File: config.mk
export PLATFORM = sky130hd
export DESIGN_NAME = mpfc_top
export DESIGN_NICKNAME = d
export VERILOG_FILES = /design/src/shared/mpfc_pkg.sv /design/src/hdl/mpfc_top.sv
export VERILOG_INCLUDE_DIRS = /design/src /design/src/shared
export SDC_FILE = /design/constraint.sdc
export NUM_CORES = 1
export LEC_CHECK = 0
export ABC_CLOCK_PERIOD_IN_PS = 3700
export BUFFER_PORTS_ARGS = -buffer_cell sky130_fd_sc_hd__buf_2
export CAP_MARGIN = 30
export CORE_MARGIN = 2
export CORE_UTILIZATION = 54
export DETAILED_ROUTE_END_ITERATION = 7
export GPL_TIMING_DRIVEN = 0
export PLACE_DENSITY = 0.8
export SLEW_MARGIN = 25
export SYNTH_ARGS = -nofsm -noshare
export SYNTH_HDL_FRONTEND = slang
export SYNTH_SLANG_ARGS = --single-unit
File: constraint.sdc
create_clock -name sys_clk -period 3.7 [get_ports sys_clk]
set_input_delay 0.37 -clock sys_clk [delete_from_list [all_inputs] [get_ports sys_clk]]
set_output_delay 0.37 -clock sys_clk [all_outputs]
set_load 0.03 [all_outputs]
File: src/shared/mpfc_defines.svh
// Address map, field layout and timing constants of the pause flow-control block
`ifndef MPFC_DEFINES_SVH
`define MPFC_DEFINES_SVH
// Register byte addresses
`define MPFC_ADR_RX_PAUSE_OPERAND 32'hb00030bc
`define MPFC_ADR_RX_PAUSE_CURRENT_COUNT 32'hb00030c0
`define MPFC_ADR_REMOTE_PAUSE_COUNT 32'hb00030c4
`define MPFC_ADR_RX_FRAME_STATUS 32'hb00030c8
`define MPFC_ADR_MAC_INTERRUPT_ENABLE 32'hb00030e0
`define MPFC_ADR_MAC_INTERRUPT_STATUS 32'hb00030e4
// Reset values
`define MPFC_RST_WORD 16'h0000
`define MPFC_RST_IRQ 3'h0
`define MPFC_RST_RDATA 32'h0000_0000
// Interrupt bit positions (status and mask share the layout)
`define MPFC_IRQ_LEN_TYPE 0
`define MPFC_IRQ_PAUSE_RX 1
`define MPFC_IRQ_REMOTE_DONE 2
`define MPFC_IRQ_W 3
// Timing
`define MPFC_CLK_NS 100
`define MPFC_BIT_NS_10M 100
`define MPFC_BIT_NS_100M 10
`define MPFC_SLOT_BITS 512
`define MPFC_PRE_W 10
`define MPFC_SLOT_CYC(bitNs) ((`MPFC_SLOT_BITS * (bitNs)) / `MPFC_CLK_NS)
`endif

File: src/shared/mpfc_pkg.sv
// Types shared by the pause flow-control block
`default_nettype none
package mpfc_pkg;
    typedef logic [15:0] mpfc_word_type;
    typedef enum logic [0:0] {
        BUS_IDLE = 1'h0,
        BUS_ACK = 1'h1
    } mpfc_bus_type;
endpackage
`default_nettype wire

File: src/hdl/mpfc_top.sv
// Pause counters, receive frame status and Wishbone register slave
// Contract
// - Received PAUSE frame operand is stored in the 16-bit operand register.
// - Operand register holds its value while transmission is paused.
// - Operand and both count registers are read only; writes change nothing.
// - Operand counts slot times of 512 bit times each; at 100 Mb/s the code steps every 51 clocks, 510 bit times.
// - Operand loads a down-counter shown live as the current count register.
// - A new PAUSE frame before zero reloads the counter from the new operand.
// - After our own PAUSE frame is sent, a second counter runs from its operand.
// - Every packet's Length/Type field is recorded in the frame status field.
// - Writing one clears a frame status bit; zero leaves it unchanged.
// - With enable set, a received Length/Type sets the flag and raises interrupt.
//
// Local design decision: register access over Wishbone.
`timescale 1ns/1ps
`default_nettype none
`include "mpfc_defines.svh"

// Down-counter stepping once per slot time
module mpfc_slot_down #(
    parameter int CNT_W = 16,
    parameter int PRE_W = `MPFC_PRE_W
) (
    input wire logic sys_clk,
    input wire logic reset,
    input wire logic clkEn,
    input wire logic load,
    input wire logic [CNT_W-1:0] loadVal,
    input wire logic [PRE_W-1:0] slotCyc,
    output logic [CNT_W-1:0] count,
    output logic busy
);
    logic [CNT_W-1:0] count_q, count_d;
    logic [PRE_W-1:0] pre_q, pre_d;
    logic busy_q, busy_d;

    // Reload wins over stepping; prescaler restarts so a full slot follows
    always_comb begin
        count_d = count_q;
        pre_d = pre_q;
        if (load) begin
            count_d = loadVal;
            pre_d = '0;
        end else if (count_q != '0) begin
            if (pre_q == slotCyc - PRE_W'(1)) begin
                pre_d = '0;
                count_d = count_q - CNT_W'(1);
            end else begin
                pre_d = pre_q + PRE_W'(1);
            end
        end
        busy_d = (count_d != '0);
    end

    always_ff @(posedge sys_clk or posedge reset) begin
        if (reset) begin
            count_q <= '0;
            pre_q <= '0;
            busy_q <= 1'h0;
        end else if (clkEn) begin
            count_q <= count_d;
            pre_q <= pre_d;
            busy_q <= busy_d;
        end
    end

    assign count = count_q;
    assign busy = busy_q;
endmodule

module mpfc_top
    import mpfc_pkg::*;
#(
    parameter int ADR_W = 32
) (
    input wire logic sys_clk,
    input wire logic reset,
    input wire logic clkEn,
    input wire logic wb_cyc_i,
    input wire logic wb_stb_i,
    input wire logic wb_we_i,
    input wire logic [ADR_W-1:0] wb_adr_i,
    input wire logic [3:0] wb_sel_i,
    input wire logic [31:0] wb_dat_i,
    output logic [31:0] wb_dat_o,
    output logic wb_ack_o,
    input wire logic linkSpeed100,
    input wire logic rxPauseValid,
    input wire logic [15:0] rxPauseOperand,
    input wire logic txPauseDone,
    input wire logic [15:0] txPauseOperand,
    input wire logic rxLenTypeValid,
    input wire logic [15:0] rxLenType,
    output logic txPauseHold,
    output logic irq
);
    localparam int PRE_W = `MPFC_PRE_W;
    localparam logic [PRE_W-1:0] SLOT_10M = PRE_W'(`MPFC_SLOT_CYC(`MPFC_BIT_NS_10M));
    localparam logic [PRE_W-1:0] SLOT_100M = PRE_W'(`MPFC_SLOT_CYC(`MPFC_BIT_NS_100M));

    mpfc_bus_type bus_q, bus_d;
    logic [31:0] rdat_q, rdat_d;
    mpfc_word_type operand_q, operand_d;
    mpfc_word_type frameStatus_q, frameStatus_d;
    logic [`MPFC_IRQ_W-1:0] irqMask_q, irqMask_d, irqStat_q, irqStat_d;
    logic irq_q, irq_d;
    logic [PRE_W-1:0] slotCyc;
    mpfc_word_type rxCount, remoteCount;
    logic rxBusy, remoteBusy, remoteBusyPrev_q;
    logic accept, wrAcc, rdAcc;
    logic [31:0] wmask;

    // Slot length follows the current link speed
    assign slotCyc = linkSpeed100 ? SLOT_100M : SLOT_10M;

    mpfc_slot_down #(.CNT_W(16), .PRE_W(PRE_W)) u_rxPause (
        .sys_clk(sys_clk),
        .reset(reset),
        .clkEn(clkEn),
        .load(rxPauseValid),
        .loadVal(rxPauseOperand),
        .slotCyc(slotCyc),
        .count(rxCount),
        .busy(rxBusy)
    );

    mpfc_slot_down #(.CNT_W(16), .PRE_W(PRE_W)) u_remotePause (
        .sys_clk(sys_clk),
        .reset(reset),
        .clkEn(clkEn),
        .load(txPauseDone),
        .loadVal(txPauseOperand),
        .slotCyc(slotCyc),
        .count(remoteCount),
        .busy(remoteBusy)
    );

    // A request is taken once; ack follows one cycle later
    assign accept = wb_cyc_i && wb_stb_i && (bus_q == BUS_IDLE);
    assign wrAcc = accept && wb_we_i;
    assign rdAcc = accept && !wb_we_i;
    assign wmask = {{8{wb_sel_i[3]}}, {8{wb_sel_i[2]}}, {8{wb_sel_i[1]}}, {8{wb_sel_i[0]}}};

    // Bus state, read data and register updates
    always_comb begin
        bus_d = (accept) ? BUS_ACK : BUS_IDLE;
        rdat_d = rdat_q;
        operand_d = operand_q;
        frameStatus_d = frameStatus_q;
        irqMask_d = irqMask_q;
        irqStat_d = irqStat_q;
        if (rdAcc) begin
            unique case (wb_adr_i)
                `MPFC_ADR_RX_PAUSE_OPERAND: rdat_d = {16'h0000, operand_q};
                `MPFC_ADR_RX_PAUSE_CURRENT_COUNT: rdat_d = {16'h0000, rxCount};
                `MPFC_ADR_REMOTE_PAUSE_COUNT: rdat_d = {16'h0000, remoteCount};
                `MPFC_ADR_RX_FRAME_STATUS: rdat_d = {16'h0000, frameStatus_q};
                `MPFC_ADR_MAC_INTERRUPT_ENABLE: rdat_d = {29'h0, irqMask_q};
                `MPFC_ADR_MAC_INTERRUPT_STATUS: begin
                    rdat_d = {29'h0, irqStat_q};
                    irqStat_d = `MPFC_RST_IRQ; // Read clears
                end
                default: rdat_d = 32'h0000_0000; // Unmapped reads zero
            endcase
        end
        // Only two registers accept writes; the rest ignore them
        if (wrAcc && wb_adr_i == `MPFC_ADR_RX_FRAME_STATUS) begin
            frameStatus_d = frameStatus_q & ~(wb_dat_i[15:0] & wmask[15:0]);
        end
        if (wrAcc && wb_adr_i == `MPFC_ADR_MAC_INTERRUPT_ENABLE) begin
            irqMask_d = (irqMask_q & ~wmask[2:0]) | (wb_dat_i[2:0] & wmask[2:0]);
        end
        // Hardware events come last so a set beats a same-cycle clear
        if (rxPauseValid) begin
            operand_d = rxPauseOperand;
            irqStat_d[`MPFC_IRQ_PAUSE_RX] = 1'h1;
        end
        if (rxLenTypeValid) begin
            frameStatus_d = rxLenType;
            if (irqMask_q[`MPFC_IRQ_LEN_TYPE]) begin
                irqStat_d[`MPFC_IRQ_LEN_TYPE] = 1'h1;
            end
        end
        if (remoteBusyPrev_q && !remoteBusy) begin
            irqStat_d[`MPFC_IRQ_REMOTE_DONE] = 1'h1;
        end
        irq_d = |(irqStat_d & irqMask_d);
    end

    always_ff @(posedge sys_clk or posedge reset) begin
        if (reset) begin
            bus_q <= BUS_IDLE;
            rdat_q <= `MPFC_RST_RDATA;
            operand_q <= `MPFC_RST_WORD;
            frameStatus_q <= `MPFC_RST_WORD;
            irqMask_q <= `MPFC_RST_IRQ;
            irqStat_q <= `MPFC_RST_IRQ;
            irq_q <= 1'h0;
            remoteBusyPrev_q <= 1'h0;
        end else if (clkEn) begin
            bus_q <= bus_d;
            rdat_q <= rdat_d;
            operand_q <= operand_d;
            frameStatus_q <= frameStatus_d;
            irqMask_q <= irqMask_d;
            irqStat_q <= irqStat_d;
            irq_q <= irq_d;
            remoteBusyPrev_q <= remoteBusy;
        end
    end

    assign wb_ack_o = (bus_q == BUS_ACK);
    assign wb_dat_o = rdat_q;
    assign txPauseHold = rxBusy;
    assign irq = irq_q;
endmodule
`default_nettype wire

==> results.json, run 1 <==
{
  "avgSynthCellArea_um2": 8.946,
  "grt_max_degree": 63,
  "post_cts_buffers": 0,
  "grt_use_met3_pct": 7.696,
  "p_leak_nw": 3.464,
  "drive_gt1_share_pct": 24.50,
  "use_met2_pct": 47.96,
  "holdWs_ns": 0.04253,
  "drtAntennaViolNets": 0,
  "cp-end-kind": "flop",
  "relSlewSlack_pct": 42.93,
  "clockBufferDepth": 2,
  "path_common_cell": "or4_4",
  "core_area_um2": 12060,
  "final_cells": 1070,
  "hold_viol": 0,
  "start_kind": "flop",
  "final_core_util_pct": 65.43,
  "criticalPathCategory": "flop to flop",
  "busiest_layer": "met2",
  "critPathArrivalTime_ns": 3.45,
  "synthFlopType": "dfrtp_1",
  "worst_slack_ns": 0.4726,
  "power.density_nw_per_um2": 373.7,
  "dieArea_um2": 13260,
  "slew_viol_final": 0,
  "initial_core_util_pct": 55.33,
  "h-tree-depth": 3,
  "crit_chain": "or4_4 -> or4_4 -> or4b_4 -> nor3_2 -> mux2i_1 -> mux2_4 -> nor4b_2 -> a41oi_1",
  "synthToLayoutAreaGrowth_pct": 18.24,
  "drt_pass1_iterations": 5,
  "drc_errors": 0,
  "peakVddDrop_mv": 0.2893,
  "required_ns": 3.92,
  "cts_root_buffer": "clkbuf_16",
  "cts_tree": "built",
  "ys_warn_count": 0,
  "cts_hold_buf": 0,
  "max_cap_violations": 0,
  "final_area_um2": 7891,
  "die_w_um": 115.2,
  "gp_congestion": 0.9420,
  "path_clk_slew_ns": 0.08,
  "fin_tns_setup_ns": 0,
  "pin_count": 161,
  "clk_latency_ns": 0.36,
  "avgViaCountPerCell": 5.966,
  "numCtsBuffers": 9,
  "nFillCells": 1019,
  "die_h_um": 115.2,
  "cp_max_fo": 8,
  "cts_resized": 0,
  "hold_class": "primary input to asynchronous set/reset pin",
  "finalCritPeriodShare_pct": 87.23,
  "grt-ovfl-total": 0,
  "drt_wl_total_um": 19490,
  "synth_edf_count": 0,
  "crit_slowest_cell": "or4_4",
  "fmax_mhz": 309.8,
  "ys_top_cells_by_area": "dfrtp_1 42%, nand2_1 6.7%, mux2_2 6.6%, o21ai_0 5.2%, a22o_1 2.9%",
  "synth_top_area_share_pct": 41.62,
  "place_area_um2": 7611,
  "fin_crit_ns": 3.227,
  "async_reset_ff_share_pct": 100.0,
  "tightestPinTransition_ns": 0.8482,
  "antenna_cells": 0,
  "antenna_found_initial": 0,
  "vias": 6384,
  "placedCellCount": 1055,
  "totalPowerFinal_mw": 2.949,
  "max_stage_delay_ns": 0.60,
  "outcome": "finished, final reports clean",
  "syn-cell-area_um2": 6674,
  "port_buffers": 124,
  "dp_slack_ns": 0.5010,
  "setup_viol": 0,
  "synthCells": 746,
  "ys_types": 64,
  "track_usage_pct": 30.70,
  "hpwl_um": 14730,
  "grt_pass1_wl_um": 31770,
  "synth.ff_latch_count": 111,
  "nNetsFinal": 1030,
  "grt_pass1_vias": 6122,
  "yosysSeqAreaShare_pct": 41.62,
  "skew_ns": 0.009762,
  "cts.sinks": 111,
  "num_rows": 40,
  "drtIter0Drc": 681,
  "rsz0062_at_grt": "false",
  "synth_area_leader_cell": "dfrtp_1",
  "routedWlPerCell_um": 18.22,
  "met1_usage_pct": 41.76
}
## power breakdown
part           internal (mW)  switching, mW
sequential              1.32          0.151
combinational          0.235          0.290
clock                  0.481          0.466
## flip-flops by register name, summed over array words and instances, names as in the netlist, 3 cells and up
name,count
frameStatus_q,16
u_remotePause.pre_q,10
operand_q,16
irqMask_q,3
wb_dat_o,16
u_rxPause.count,16
u_rxPause.pre_q,10
u_remotePause.count,16
irqStat_q,3
## synth_stat cells, types with 17 or more instances
cell	number
nand3_1	32
a22o_1	22
nor4_1	24
nor2_1	45
buf_4	17
clkbuf_1	33
inv_1	19
a21oi_1	24
dfrtp_1	111
mux2_2	39
nand2_1	120
o21ai_0	70
nor3_1	17
## cell families after synthesis
group | share of synthesized area, %
adders and majority gates | 1.125
DFF | 41.62
xor gates and xnor gates | 3.281
muxes | 8.155
and+or+nand+nor | 23.58
buffers and inverters | 5.793
other | 0.05619
AOI/OAI and AO/OA | 16.39
## final timing paths
check                                                    from                              to  slack, ns  cells after the start
setup / recovery           u_remotePause.count[7]$_DFFE_PP0P_  u_remotePause.busy$_DFFE_PP0P_       0.47                      8
min in group sys_clk                            rxLenType[14]   frameStatus_q[14]$_DFFE_PP0P_       0.20                      3
hold / removal                                          reset         wb_dat_o[7]$_DFFE_PP0P_       0.04                      2
hold reg to reg                       wb_dat_o[0]$_DFFE_PP0P_         wb_dat_o[0]$_DFFE_PP0P_       0.48                      2
max in group asynchronous                               reset         wb_dat_o[2]$_DFFE_PP0P_       2.99                      3
setup reg to reg           u_remotePause.count[7]$_DFFE_PP0P_  u_remotePause.busy$_DFFE_PP0P_       0.47                      8
## final cells by class
type | count | area [um^2] | area share [%]
Tap cell | 168 | 210.2 | 2.664
Buffer | 55 | 315.3 | 3.996
Clock inverter | 5 | 41.29 | 0.5232
Sequential cell | 111 | 2778 | 35.20
Timing Repair Buffer | 126 | 653.1 | 8.277
Inverter | 19 | 76.32 | 0.9672
Clock buffer | 10 | 239.0 | 3.028
Multi-Input combinational cell | 576 | 3578 | 45.35
## per-layer routing
| metal | routed length, um | up-vias | share of wire (%) |
|---|---|---|---|
| met1 | 8198 | 3020 | 42 |
| met5 | 0 | - | 0 |
| li1 | - | 3005 | - |
| met3 | 1808 | 50 | 9.3 |
| met2 | 8913 | 309 | 46 |
| met4 | 571 | 0 | 2.9 |
## placed cells by master (no fill, tap or decap), types with 4 or more instances in the layout
cell and n:
clkbuf_16 9, nor4b_1 5, mux2i_1 9, a22o_1 22, dfrtp_1 111, o31ai_1 7, inv_1 18, mux2_2 39
nand2b_1 5, nand4b_1 4, o41ai_1 4, nor3_1 17, conb_1 16, clkbuf_8 4, a31oi_1 4, and4_1 4
a221oi_1 13, a22oi_1 7, ha_1 6, nand3_1 32, buf_2 125, nor4_1 22, xnor2_1 16, nor2_1 45
nand2_1 120, a21oi_1 24, xor2_1 9, buf_4 17, or4_1 7, o21ai_0 70, nand4_1 10, and3_1 7
clkbuf_1 33, or3_1 5
## critical path, delay by kind of cell, from the launching register on
family	cells	cell delay (ns)
and+or+nand+nor	5	2.08
muxes	2	0.37
DFF	1	0.48
AOI/OAI and AO/OA	1	0.16
Power figures use the tool's default switching activity.
==> inputs of run 2 (changes only) <==
CORE_UTILIZATION = 50   (was 54)
PLACE_DENSITY = 0.75   (was 0.8)
==> run 2 against run 1 <==
Effect of this change:
- clock skew decreased by 0.0012 ns
- worst hold slack got worse by 0.023 ns
- routed wire length decreased by 1.2%
- combinational power decreased by 0.8%
- count of clock-buffer cells in the layout decreased by 1
- fmax increased by 0.23%
- cell count increased by 0.75%
- global-route usage decreased by 2.6 points
- clock power increased by 14%
- via count decreased by 0.77%
- core utilization decreased by 4.9 points
- sequential share of layout area decreased by 0.24 points
- highest routed layer unchanged
==> results.json, run 2 (synthesis results as in run 1) <==
{
  "nNetsFinal": 1029,
  "grt_max_degree": 71,
  "fin_crit_ns": 3.220,
  "peakVddDrop_mv": 0.3596,
  "p_leak_nw": 3.482,
  "skew_ns": 0.008604,
  "gp_congestion": 0.9336,
  "routedWlPerCell_um": 17.87,
  "crit_slowest_cell": "or4_1",
  "cts_hold_buf": 0,
  "grt-ovfl-total": 0,
  "drt_wl_total_um": 19270,
  "vias": 6335,
  "drtAntennaViolNets": 0,
  "cp-end-kind": "flop",
  "drive_gt1_share_pct": 24.50,
  "hold_class": "primary input to asynchronous set/reset pin",
  "dp_slack_ns": 0.5735,
  "placedCellCount": 1062,
  "die_h_um": 119.5,
  "critPathArrivalTime_ns": 3.45,
  "setup_viol": 0,
  "slew_viol_final": 0,
  "tightestPinTransition_ns": 0.9336,
  "r2r-start": "u_remotePause.count[0]$_DFFE_PP0P_",
  "criticalPathCategory": "flop to flop",
  "max_stage_delay_ns": 0.51,
  "initial_core_util_pct": 50.80,
  "hpwl_um": 14610,
  "antenna_cells": 0,
  "finalCritPeriodShare_pct": 87.03,
  "pin_count": 161,
  "final_cells": 1078,
  "port_buffers": 124,
  "hold_viol": 0,
  "num_rows": 42,
  "rsz0062_at_grt": "false",
  "relSlewSlack_pct": 37.62,
  "fmax_mhz": 310.5,
  "nFillCells": 1195,
  "r2r_slack_ns": 0.48,
  "max_cap_violations": 0,
  "clk_latency_ns": 0.36,
  "start_kind": "flop",
  "die_w_um": 119.5,
  "drt_pass1_iterations": 5,
  "cts.sinks": 111,
  "mostFrequentLayoutCells": "124 x buf_2, 120 x nand2_1, 111 x dfrtp_1",
  "core_area_um2": 13140,
  "cts_root_buffer": "clkbuf_16",
  "cts_tree": "built",
  "post_cts_buffers": 0,
  "required_ns": 3.93,
  "h-tree-depth": 3,
  "worst_slack_ns": 0.4798,
  "clockBufferDepth": 2,
  "dieArea_um2": 14290,
  "track_usage_pct": 28.07,
  "outcome": "finished, final reports clean",
  "power.density_nw_per_um2": 387.0,
  "grt_pass1_vias": 5973,
  "grt_pass1_wl_um": 31570,
  "antenna_found_initial": 0,
  "cp_max_fo": 8,
  "r2r-end": "u_remotePause.busy$_DFFE_PP0P_",
  "crit_chain": "buf_6 -> inv_1 -> ha_1 -> or3b_2 -> or4_1 -> clkbuf_1 -> nand2_1 -> nor3_1 -> xnor2_1 -> o21ai_0 -> nor4_1 -> a41oi_1",
  "drc_errors": 0,
  "final_common_cell": "buf_2",
  "numCtsBuffers": 9,
  "synthToLayoutAreaGrowth_pct": 19.05,
  "r2r_cells": 12,
  "path_clk_slew_ns": 0.08,
  "cts_resized": 0,
  "drtIter0Drc": 661,
  "avgViaCountPerCell": 5.877
}
==> run 2: cell count changes in the layout (fill, tap and decap cells not counted) <==
| cell | previous run | this run |
|---|---|---|
| clkbuf_8 | 4 | 3 |
| clkinvlp_4 | 1 | 0 |
| bufinv_16 | 0 | 2 |
| clkinv_4 | 0 | 3 |
| buf_2 | 125 | 124 |
| clkinv_2 | 1 | 0 |
| inv_8 | 1 | 0 |
==> run 2: routing by layer <==
layer / track usage [%] / vias to the layer above / part of all wire [%]
met1: 38.89 / 3036 / 44
met3: 6.702 / 30 / 7.7
met4: 7.500 / 0 / 1.8
li1: - / 3003 / -
met2: 44.46 / 266 / 46
met5: 0 / - / 0
==> run 2: final cells by class <==
cell class / instances / area [um^2] / area share (%)
multi-input combinational: 576 / 3578 / 45.04
sequential: 111 / 2778 / 34.96
timing repair buffer: 125 / 648.1 / 8.157
buffer: 55 / 315.3 / 3.968
clock buffer: 9 / 225.2 / 2.835
tap: 176 / 220.2 / 2.772
clock inverter: 7 / 103.9 / 1.307
inverter: 19 / 76.32 / 0.9606
==> run 2: power breakdown <==
part | switching (mW) | internal (mW) | total, mW
sequential | 0.154 | 1.32 | 1.48
combinational | 0.286 | 0.235 | 0.521
clock | 0.473 | 0.603 | 1.08
total | 0.912 | 2.16 | 3.07
==> run 2: critical path, delay by kind of cell, from the launching register on <==
| family | cells | cell delay (ns) |
|---|---|---|
| buf+inv | 3 | 0.42 |
| compound gates | 2 | 0.27 |
| xor+xnor | 1 | 0.15 |
| fa+ha+maj | 1 | 0.19 |
| flops | 1 | 0.39 |
| simple gates | 5 | 1.68 |
==> run 2: through the flow <==
step                power [mW]  util [%]  instance area [um^2]  hold WS, ns  TNS, ns
floorplan                1.795         -                  6730       0.4657        0
global placement         1.993     57.63                  7571       0.4634   -97.03
detailed placement       2.010     57.97                  7616       0.4145        0
CTS                      3.086     60.48                  7945      0.02590        0
global route             3.210     60.48                  7945      0.04485        0
finish                   3.075     60.48                  7945      0.01949        0
==> run 2: worst max-delay path by stage <==
stage / end / startpoint
after floorplan: frameStatus_q[0]$_DFFE_PP0P_ / reset
after global placement: irq$_DFFE_PP0P_ / reset
after detailed placement: u_remotePause.busy$_DFFE_PP0P_ / u_remotePause.count[7]$_DFFE_PP0P_
after CTS: u_remotePause.busy$_DFFE_PP0P_ / u_remotePause.count[0]$_DFFE_PP0P_
after global routing: u_remotePause.busy$_DFFE_PP0P_ / u_remotePause.count[0]$_DFFE_PP0P_
final: u_remotePause.busy$_DFFE_PP0P_ / u_remotePause.count[0]$_DFFE_PP0P_
